**src/rtl/qdsf_defines.vh**
```
`ifndef QDSF_DEFINES_VH
`define QDSF_DEFINES_VH

// ----------------------------------------------------------------
// serial word layout
// ----------------------------------------------------------------
`define QDSF_WORD_W        16
`define QDSF_CODE_W        12
`define QDSF_CHAN_N        4
`define QDSF_ADDR_HI       15
`define QDSF_ADDR_LO       14
`define QDSF_CMD_HI        13
`define QDSF_CMD_LO        12
`define QDSF_CODE_MSB      11
`define QDSF_BITCNT_W      5
`define QDSF_BITCNT_FULL   5'h10

// ----------------------------------------------------------------
// command codes, command_bit_hi / command_bit_lo
// ----------------------------------------------------------------
`define QDSF_CMD_LOAD_IN   2'h0
`define QDSF_CMD_LOAD_BOTH 2'h1
`define QDSF_CMD_UPD_ALL   2'h2
`define QDSF_CMD_SPECIAL   2'h3

// address field meaning under the special command
`define QDSF_SPC_NOP       2'h0
`define QDSF_SPC_MODE_FALL 2'h1
`define QDSF_SPC_MODE_RISE 2'h2
`define QDSF_SPC_LOAD_ALL  2'h3

// ----------------------------------------------------------------
// reset values and synchroniser
// ----------------------------------------------------------------
`define QDSF_EDGE_MODE_RISE 1'h1
`define QDSF_EDGE_MODE_FALL 1'h0
`define QDSF_CODE_RESET    12'h000
`define QDSF_WORD_RESET    16'h0000
`define QDSF_PIN_N         4
`define QDSF_BUF_DEPTH     2

`endif

```
**src/rtl/qdsf_pair_buf.v**
```verilog
`timescale 1ns/1ps
`default_nettype none
`include "qdsf_defines.vh"

module qdsf_pair_buf
(
    input  wire                     i_clk,
    input  wire                     i_resetn,
    input  wire                     i_ce,
    input  wire                     i_in_valid,
    output wire                     o_in_ready,
    input  wire [`QDSF_WORD_W-1:0]  i_in_data,
    output wire                     o_out_valid,
    input  wire                     i_out_ready,
    output wire [`QDSF_WORD_W-1:0]  o_out_data
);

    reg  [`QDSF_WORD_W-1:0]  mem_reg [0:`QDSF_BUF_DEPTH-1];
    reg                      wr_ptr_reg;
    reg                      rd_ptr_reg;
    reg  [1:0]               count_reg;
    wire                     push;
    wire                     pop;

    assign o_in_ready  = (count_reg != 2'h2);
    assign o_out_valid = (count_reg != 2'h0);
    assign o_out_data  = mem_reg[rd_ptr_reg];
    assign push        = i_in_valid & o_in_ready;
    assign pop         = o_out_valid & i_out_ready;

    always @(posedge i_clk)
    begin
        if (!i_resetn)
        begin
            wr_ptr_reg <= 1'b0;
            rd_ptr_reg <= 1'b0;
            count_reg  <= 2'h0;
            mem_reg[0] <= `QDSF_WORD_RESET;
            mem_reg[1] <= `QDSF_WORD_RESET;
        end
        else if (i_ce)
        begin
            if (push)
            begin
                mem_reg[wr_ptr_reg] <= i_in_data;
                wr_ptr_reg          <= ~wr_ptr_reg;
            end
            if (pop)
                rd_ptr_reg <= ~rd_ptr_reg;
            if (push && !pop)
                count_reg <= count_reg + 2'h1;
            else if (pop && !push)
                count_reg <= count_reg - 2'h1;
        end
    end

endmodule
`default_nettype wire

```
**src/rtl/qdsf_front_end.v**
```verilog
//Contract
//driving load_outputs_n low copies every input register into its converter register.
//serial_in is shifted into the 16-bit shift register on each rising shift-clock edge.
//shifting and serial_out driving happen only while chip select is low.
//the rising edge of chip select hands the word to the registers its fields select.
//serial_out presents the last stage of the shift register.
//each of four 12-bit channels has an input register and a converter register.
//each channel code is unsigned straight binary from 0 to 4095.
//a transfer is sixteen bits, msb first: address, command, then the 12-bit code.
//serial_out changes on the rising edge by default, or a half clock later once reprogrammed.
//with chip select high the interface ignores the shift clock and holds serial_out high.
//reset clears the input, converter and shift registers before any transfer.
`timescale 1ns/1ps
`default_nettype none
`include "qdsf_defines.vh"

module qdsf_front_end
(
    input  wire                     i_clk,
    input  wire                     i_resetn,
    input  wire                     i_ce,
    input  wire                     i_cs_n,
    input  wire                     i_sck,
    input  wire                     i_serial_in,
    input  wire                     i_load_outputs_n,
    input  wire                     i_apply_ready,
    output wire                     o_rx_ready,
    output reg                      o_serial_out,
    output reg                      o_serial_out_oe,
    output reg                      o_out_edge_mode,
    output wire [`QDSF_CODE_W-1:0]  o_conv_code_0,
    output wire [`QDSF_CODE_W-1:0]  o_conv_code_1,
    output wire [`QDSF_CODE_W-1:0]  o_conv_code_2,
    output wire [`QDSF_CODE_W-1:0]  o_conv_code_3
);

    // ----------------------------------------------------------------
    // pin synchronisers
    // ----------------------------------------------------------------
    // all four pins come from the host side, so each passes two flops
    wire [`QDSF_PIN_N-1:0]  pin_raw;
    reg  [`QDSF_PIN_N-1:0]  meta_reg;
    reg  [`QDSF_PIN_N-1:0]  sync_reg;
    reg                     sck_prev_reg;
    reg                     cs_prev_reg;

    assign pin_raw = {i_load_outputs_n, i_serial_in, i_sck, i_cs_n};

    genvar gp;
    generate
        for (gp = 0; gp < `QDSF_PIN_N; gp = gp + 1)
        begin : g_sync
            always @(posedge i_clk)
            begin
                if (!i_resetn)
                begin
                    meta_reg[gp] <= 1'b1;
                    sync_reg[gp] <= 1'b1;
                end
                else if (i_ce)
                begin
                    meta_reg[gp] <= pin_raw[gp];
                    sync_reg[gp] <= meta_reg[gp];
                end
            end
        end
    endgenerate

    wire cs_n_s    = sync_reg[0];
    wire sck_s     = sync_reg[1];
    wire din_s     = sync_reg[2];
    wire load_n_s  = sync_reg[3];

    wire sck_rise  = sck_s & ~sck_prev_reg;
    wire sck_fall  = ~sck_s & sck_prev_reg;
    wire cs_rise   = cs_n_s & ~cs_prev_reg;

    // ----------------------------------------------------------------
    // shift register and serial output
    // ----------------------------------------------------------------
    reg  [`QDSF_WORD_W-1:0]    shift_reg;
    reg  [`QDSF_BITCNT_W-1:0]  bitcnt_reg;
    reg                        echo_reg;
    wire                       word_full;
    wire                       buf_in_valid;
    wire                       buf_out_valid;
    wire                       buf_pop;
    wire [`QDSF_WORD_W-1:0]    buf_out_data;

    assign word_full    = (bitcnt_reg == `QDSF_BITCNT_FULL);
    // a short frame is dropped; a word that meets a full buffer is lost
    assign buf_in_valid = i_ce & cs_rise & word_full;

    always @(posedge i_clk)
    begin
        if (!i_resetn)
        begin
            sck_prev_reg    <= 1'b1;
            cs_prev_reg     <= 1'b1;
            shift_reg       <= `QDSF_WORD_RESET;
            bitcnt_reg      <= {`QDSF_BITCNT_W{1'b0}};
            echo_reg        <= 1'b1;
            o_serial_out    <= 1'b1;
            o_serial_out_oe <= 1'b0;
        end
        else if (i_ce)
        begin
            sck_prev_reg    <= sck_s;
            cs_prev_reg     <= cs_n_s;
            o_serial_out_oe <= ~cs_n_s;
            if (cs_n_s)
            begin
                // shift-clock edges are ignored while deselected
                bitcnt_reg   <= {`QDSF_BITCNT_W{1'b0}};
                o_serial_out <= 1'b1;
                echo_reg     <= 1'b1;
            end
            else
            begin
                if (sck_rise)
                begin
                    shift_reg <= {shift_reg[`QDSF_WORD_W-2:0], din_s};
                    echo_reg  <= shift_reg[`QDSF_WORD_W-1];
                    if (!word_full)
                        bitcnt_reg <= bitcnt_reg + 5'h01;
                    if (o_out_edge_mode == `QDSF_EDGE_MODE_RISE)
                        o_serial_out <= shift_reg[`QDSF_WORD_W-1];
                end
                // falling mode re-times the echoed bit half a clock later
                if (sck_fall && (o_out_edge_mode == `QDSF_EDGE_MODE_FALL))
                    o_serial_out <= echo_reg;
            end
        end
    end

    // ----------------------------------------------------------------
    // word buffer
    // ----------------------------------------------------------------
    // the register update side may stall, so two words can wait here
    qdsf_pair_buf u_buf
    (
        .i_clk       (i_clk),
        .i_resetn    (i_resetn),
        .i_ce        (i_ce),
        .i_in_valid  (buf_in_valid),
        .o_in_ready  (o_rx_ready),
        .i_in_data   (shift_reg),
        .o_out_valid (buf_out_valid),
        .i_out_ready (i_apply_ready),
        .o_out_data  (buf_out_data)
    );

    assign buf_pop = buf_out_valid & i_apply_ready;

    // ----------------------------------------------------------------
    // command decode
    // ----------------------------------------------------------------
    wire [1:0]               w_addr = buf_out_data[`QDSF_ADDR_HI:`QDSF_ADDR_LO];
    wire [1:0]               w_cmd  = buf_out_data[`QDSF_CMD_HI:`QDSF_CMD_LO];
    // unsigned straight binary, stored as is
    wire [`QDSF_CODE_W-1:0]  w_code = buf_out_data[`QDSF_CODE_MSB:0];
    wire                     is_spc = (w_cmd == `QDSF_CMD_SPECIAL);
    wire                     do_update_all;
    wire                     do_load_all;

    assign do_update_all = buf_pop & ((w_cmd == `QDSF_CMD_UPD_ALL) |
                           (is_spc & ((w_addr == `QDSF_SPC_MODE_FALL) |
                                      (w_addr == `QDSF_SPC_MODE_RISE))));
    assign do_load_all   = buf_pop & is_spc & (w_addr == `QDSF_SPC_LOAD_ALL);

    always @(posedge i_clk)
    begin
        if (!i_resetn)
            o_out_edge_mode <= `QDSF_EDGE_MODE_RISE;
        else if (i_ce && buf_pop && is_spc)
        begin
            if (w_addr == `QDSF_SPC_MODE_FALL)
                o_out_edge_mode <= `QDSF_EDGE_MODE_FALL;
            else if (w_addr == `QDSF_SPC_MODE_RISE)
                o_out_edge_mode <= `QDSF_EDGE_MODE_RISE;
        end
    end

    // ----------------------------------------------------------------
    // per-channel double buffer
    // ----------------------------------------------------------------
    reg  [`QDSF_CODE_W-1:0]  in_reg   [0:`QDSF_CHAN_N-1];
    reg  [`QDSF_CODE_W-1:0]  conv_reg [0:`QDSF_CHAN_N-1];

    genvar gc;
    generate
        for (gc = 0; gc < `QDSF_CHAN_N; gc = gc + 1)
        begin : g_chan
            wire hit = buf_pop & ({30'h0, w_addr} == gc) & ~is_spc &
                       (w_cmd != `QDSF_CMD_UPD_ALL);
            always @(posedge i_clk)
            begin
                if (!i_resetn)
                begin
                    in_reg[gc]   <= `QDSF_CODE_RESET;
                    conv_reg[gc] <= `QDSF_CODE_RESET;
                end
                else if (i_ce)
                begin
                    // the load pin acts as a level, independent of shift-clock timing
                    if (!load_n_s || do_update_all)
                        conv_reg[gc] <= in_reg[gc];
                    if (hit || do_load_all)
                        in_reg[gc] <= w_code;
                    if ((hit && (w_cmd == `QDSF_CMD_LOAD_BOTH)) || do_load_all)
                        conv_reg[gc] <= w_code;
                end
            end
        end
    endgenerate

    assign o_conv_code_0 = conv_reg[0];
    assign o_conv_code_1 = conv_reg[1];
    assign o_conv_code_2 = conv_reg[2];
    assign o_conv_code_3 = conv_reg[3];

endmodule
`default_nettype wire

```
**config.mk**
```make
export PLATFORM = sky130hd
export DESIGN_NAME = qdsf_front_end
export DESIGN_NICKNAME = d
export VERILOG_FILES = /design/src/rtl/qdsf_pair_buf.v /design/src/rtl/qdsf_front_end.v
export VERILOG_INCLUDE_DIRS = /design/src /design/src/rtl
export SDC_FILE = /design/constraint.sdc
export NUM_CORES = 1
export LEC_CHECK = 0
export ABC_AREA = 0
export BUFFER_PORTS_ARGS = -buffer_cell sky130_fd_sc_hd__buf_4
export CAP_MARGIN = 40
export CORE_ASPECT_RATIO = 1.1
export CORE_MARGIN = 5
export CORE_UTILIZATION = 55
export DETAILED_ROUTE_END_ITERATION = 12
export PLACE_DENSITY_LB_ADDON = 0.12
export SLEW_MARGIN = 20
export SYNTH_ARGS = -nofsm -noshare
export SYNTH_HDL_FRONTEND = slang
export SYNTH_SLANG_ARGS = --single-unit
```
**constraint.sdc**
```tcl
create_clock -name i_clk -period 3.4 [get_ports i_clk]
set_input_delay 0.34 -clock i_clk [delete_from_list [all_inputs] [get_ports i_clk]]
set_output_delay 0.34 -clock i_clk [all_outputs]
set_load 0.01 [all_outputs]
```
==> impl.org <==
** Logic synthesis
- Top cells by instance count after synthesis :: edfxtp_1 (128), mux2i_1 (59), nor2_1 (56), nand2_1 (53), and2_1 (41)
- Each instance of the synthesized netlist takes up on average 12.8 um^2.
- Count of yosys warnings during synthesis :: 0
- Number of flops mapped to enable cells by yosys :: 128
- Async set-or-reset flop fraction in the synthesized netlist :: 0%
- Dominant register cell in the synthesized netlist :: edfxtp_1
- Library cell with the highest instance count after synthesis :: edfxtp_1
- The netlist uses 44 different library cells.
- After synthesis, the largest area contributor takes up roughly 53% of total cell area.
- The number of nets in the synthesized netlist is 586.
- Sequential elements use between 60% and 70% of the synthesized area.
- In the synthesized netlist, the number of instances is 571.
- The biggest area contributor in the post-synthesis netlist is edfxtp_1.
- Flip-flop and latch count after synthesis :: between 150 and 200
- The cell area that synthesis handed to floorplanning was about 7300 um^2.
- Leading post-synthesis cells by cell area :: edfxtp_1 (53%), dfxtp_1 (11%), mux2i_1 (8.1%)

** Routing
- Once detail routing completed, the nets flagged for antenna violations numbered 0.
- The routed layout has approximately 4500 vias.
- After the first detailed-routing iteration, the DRC count stood at 306.
- DRC Markers :: 0
- After detailed routing, the average wire length per cell comes to approximately 17 um.
- Total Routed Length :: roughly 14 mm
- The first detailed-routing pass ran for 4 iterations.
- Avg Vias per Cell :: between 5 and 6

** Floorplanning
- Floorplan Core Area :: between 10000 and 15000 um^2
- Boundary pin count :: 60
- Starting density of the core :: 55.6%
- Number of rows in the core area :: between 40 and 50
- Die X :: around 120 um
- Die outline area :: 15700 um^2
- In this run the vertical extent of the chip is between 100 and 150 um.

** Power
- Clock group share of total power :: between 40% and 50%
- Static leakage :: between 3 and 4 nW
- Combinational logic burns 5.3% of the power.
- The share of total power dissipated in sequential elements is between 50 and 60%.
- Total Power :: roughly 4.4 mW
- Switching Power :: just under 0.9 mW
- Cell-internal power :: 3.52 mW
- Of the total power, the share spent switching nets is around a fifth.
- Pwr per Cell Area :: between 500 and 600 nW/um^2
- The worst-case IR drop observed on VDD is 468 uV.

** Critical path
- Data required, critical path :: between 3000 and 4000 ps
- End of the worst register-to-register path :: conv_reg[2][4]$_SDFFCE_PN0P_
- Critical-path maximum fanout :: 12
- STA puts the critical path data arrival time at approximately 2800 ps.
- Critical Setup Path Class :: reg -> reg
- The signal on the critical path passes through mux2i_1, ha_1, inv_1, a211oi_4, o21ai_0, nand3_1.
- Crit path max-delay cell type :: nand3_1
- The worst setup path is launched from a flip-flop.
- The largest single stage delay on the critical path is ~590 ps.
- The worst register-to-register path has a depth of 6.
- The worst setup path is captured at a flip-flop.
- In this run the register-to-register setup slack is about 600 ps.

** Cells and area
- From synthesis to final layout, the design area changed by 17.0%.
- Net count of the finished layout :: roughly 660
- Share of layout cells above drive strength 1 :: 18.7%
- The repair_antennas step left the layout with diodes totalling 0.

** Clocking
- Counting the buffers created by CTS gives 17.
- Post-cts repair resize count :: 0
- Clock input transition at the sequential cells of the worst setup and hold paths :: ~60 ps
- H-tree lvl count :: 4
- Maximum root-to-sink buffer count :: 2
- For this design, the CTS-stage hold fixing added 0 buffers.
- In this run the clock root is driven by a clkbuf_16.
- Clock tree synthesis found a total of between 150 and 200 sinks.
- The later pin in the worst-skew pair is clocked with a latency of 420 ps.
- CTS tree :: done
- After clock tree synthesis, the setup repair step added 0 buffers.

** Timing
- Worst Hold Slack :: about 140 ps
- After layout, the worst setup slack is approximately 610 ps.
- Setup repair after global routing left no endpoint under its margin.
- The max-slew violation count was 0.
- At the pin with the least slew margin, the transition time is slightly below 800 ps.
- Slew Limit Headroom :: about half
- In the final timing run, aggregate negative setup slack is 0 ps.
- Final hold violations :: 0
- The final critical path takes up just over 80% of the cycle.
- Maximum clock frequency :: ~360 MHz
- Setup violations remaining at the end of the flow were counted as 0.
- Fin crit period :: about 2800 ps
- Fin Clk Skew :: roughly 8.2 ps

** Worst hold path
- The worst hold path terminates at meta_reg[0]$_SDFFE_PN1P_.
- Hold Crit Start :: i_cs_n
- The tightest min-delay check is of the in -> reg type.
- The worst hold path passes through 3 cells.

** Run status
- The flow ran to the end, and the final reports show no timing, DRC or antenna violations.

** Placed design
- Setup Slack @ Placement :: 577 ps
- Number of buffers added on ports :: approximately 60
- The congestion estimate from routability-driven global placement came to slightly above 0.8.
- HPWL after detailed placement :: 9.40 mm

** Run
- Max cap viols :: 0

** GRT
- The initial antenna violation count came to 0.
- Global routing usage summed across all routing layers :: 18.6%
- Number of global-route vias before repair :: between 4000 and 5000
- First-pass GRT wire length :: 22.3 mm
- The total overflow left after global routing is 0.
- Entering global routing, the biggest net connects 39 pins.
==> per-stage QoR <==
stage          cells  util, %  cell area, um^2
3_5_place_dp     781     60.7             7950
2_1_floorplan    571        -             7290
6_report         812     65.1             8530
4_1_cts          811     65.0             8520
5_1_grt          812     65.1             8530
3_3_place_gp     779     60.5             7930
==> critical path: cells and delay by family, from the launching register on <==
kind | cells | cell delay, ps
AOI/OAI and AO/OA | 2 | 600
and+or+nand+nor | 1 | 590
DFF | 1 | 430
muxes | 1 | 330
adders and majority gates | 1 | 310
buffers and inverters | 1 | 100
==> logic make-up (layout without fill, tap and decap cells) <==
logic type | after synthesis | count (layout) | synth area share [%]
and+or+nand+nor | 178 | 178 | 12.2
DFF | 168 | 168 | 63.7
AOI/OAI and AO/OA | 104 | 104 | 10.3
muxes | 61 | 61 | 8.47
buffers and inverters | 48 | 128 | 3.45
adders and majority gates | 7 | 7 | 1.20
xor gates and xnor gates | 5 | 5 | 0.601
==> cells in the final DEF (no fill, tap or decap), types with 2 or more instances in the layout <==
master | Yosys | routed
a21boi_0 | 19 | 19
a21o_1 | 3 | 3
a21oi_1 | 7 | 7
and2_1 | 41 | 41
and3_1 | 2 | 2
buf_4 | 2 | 89
bufinv_16 | 0 | 3
clkbuf_1 | 22 | 4
clkbuf_16 | 0 | 17
clkinv_2 | 0 | 2
clkinvlp_4 | 0 | 2
dfxtp_1 | 40 | 40
edfxtp_1 | 128 | 128
ha_1 | 7 | 7
inv_1 | 8 | 8
mux2i_1 | 59 | 59
nand2_1 | 53 | 53
nand2b_1 | 4 | 4
nand3_1 | 6 | 6
nand3b_1 | 4 | 4
nor2_1 | 56 | 56
nor2b_1 | 2 | 2
nor3b_1 | 2 | 2
o211ai_1 | 39 | 39
o21ai_0 | 16 | 15
o2bb2ai_1 | 12 | 12
or3_1 | 2 | 2
xnor2_1 | 3 | 3
xor2_1 | 2 | 2
==> layout make-up <==
type	instances	area, um^2
fillers	995	4580
repair buffers	90	679
flip-flops and latches	168	4640
clock inverters	9	128
multi-input cells	355	2400
well taps	161	201
inverters	8	30.0
clock buffers	21	440
==> power by group through the flow <==
stage	clock, mW	sequential (mW)	combinational [mW]
global placement	0	2.36	0.230
floorplan	0	2.38	0.103
CTS	1.89	2.32	0.237
detailed placement	0	2.36	0.236
global route	1.99	2.33	0.253
finish	1.85	2.32	0.233
==> layer usage <==
layer  track usage (%)  wire length (um)  vias up
met5                 0                 0        -
met4              7.68               219        0
met1              22.7              5710     2173
li1                  -                 -     2215
met2              32.4              7110      121
met3              3.96               740       16
==> worst max path at each step <==
stage	to	slack [ps]	cells past startpoint
finish	conv_reg[2][4]$_SDFFCE_PN0P_	610	6
global route	conv_reg[0][10]$_DFFE_PP_	410	6
CTS	conv_reg[0][9]$_DFFE_PP_	560	4
detailed placement	conv_reg[0][9]$_DFFE_PP_	580	4
global placement	conv_reg[2][7]$_SDFFCE_PN0P_	550	6
floorplan	in_reg[2][0]$_SDFFCE_PN0P_	520	8
No activity file was read; power rests on OpenSTA's default activity.
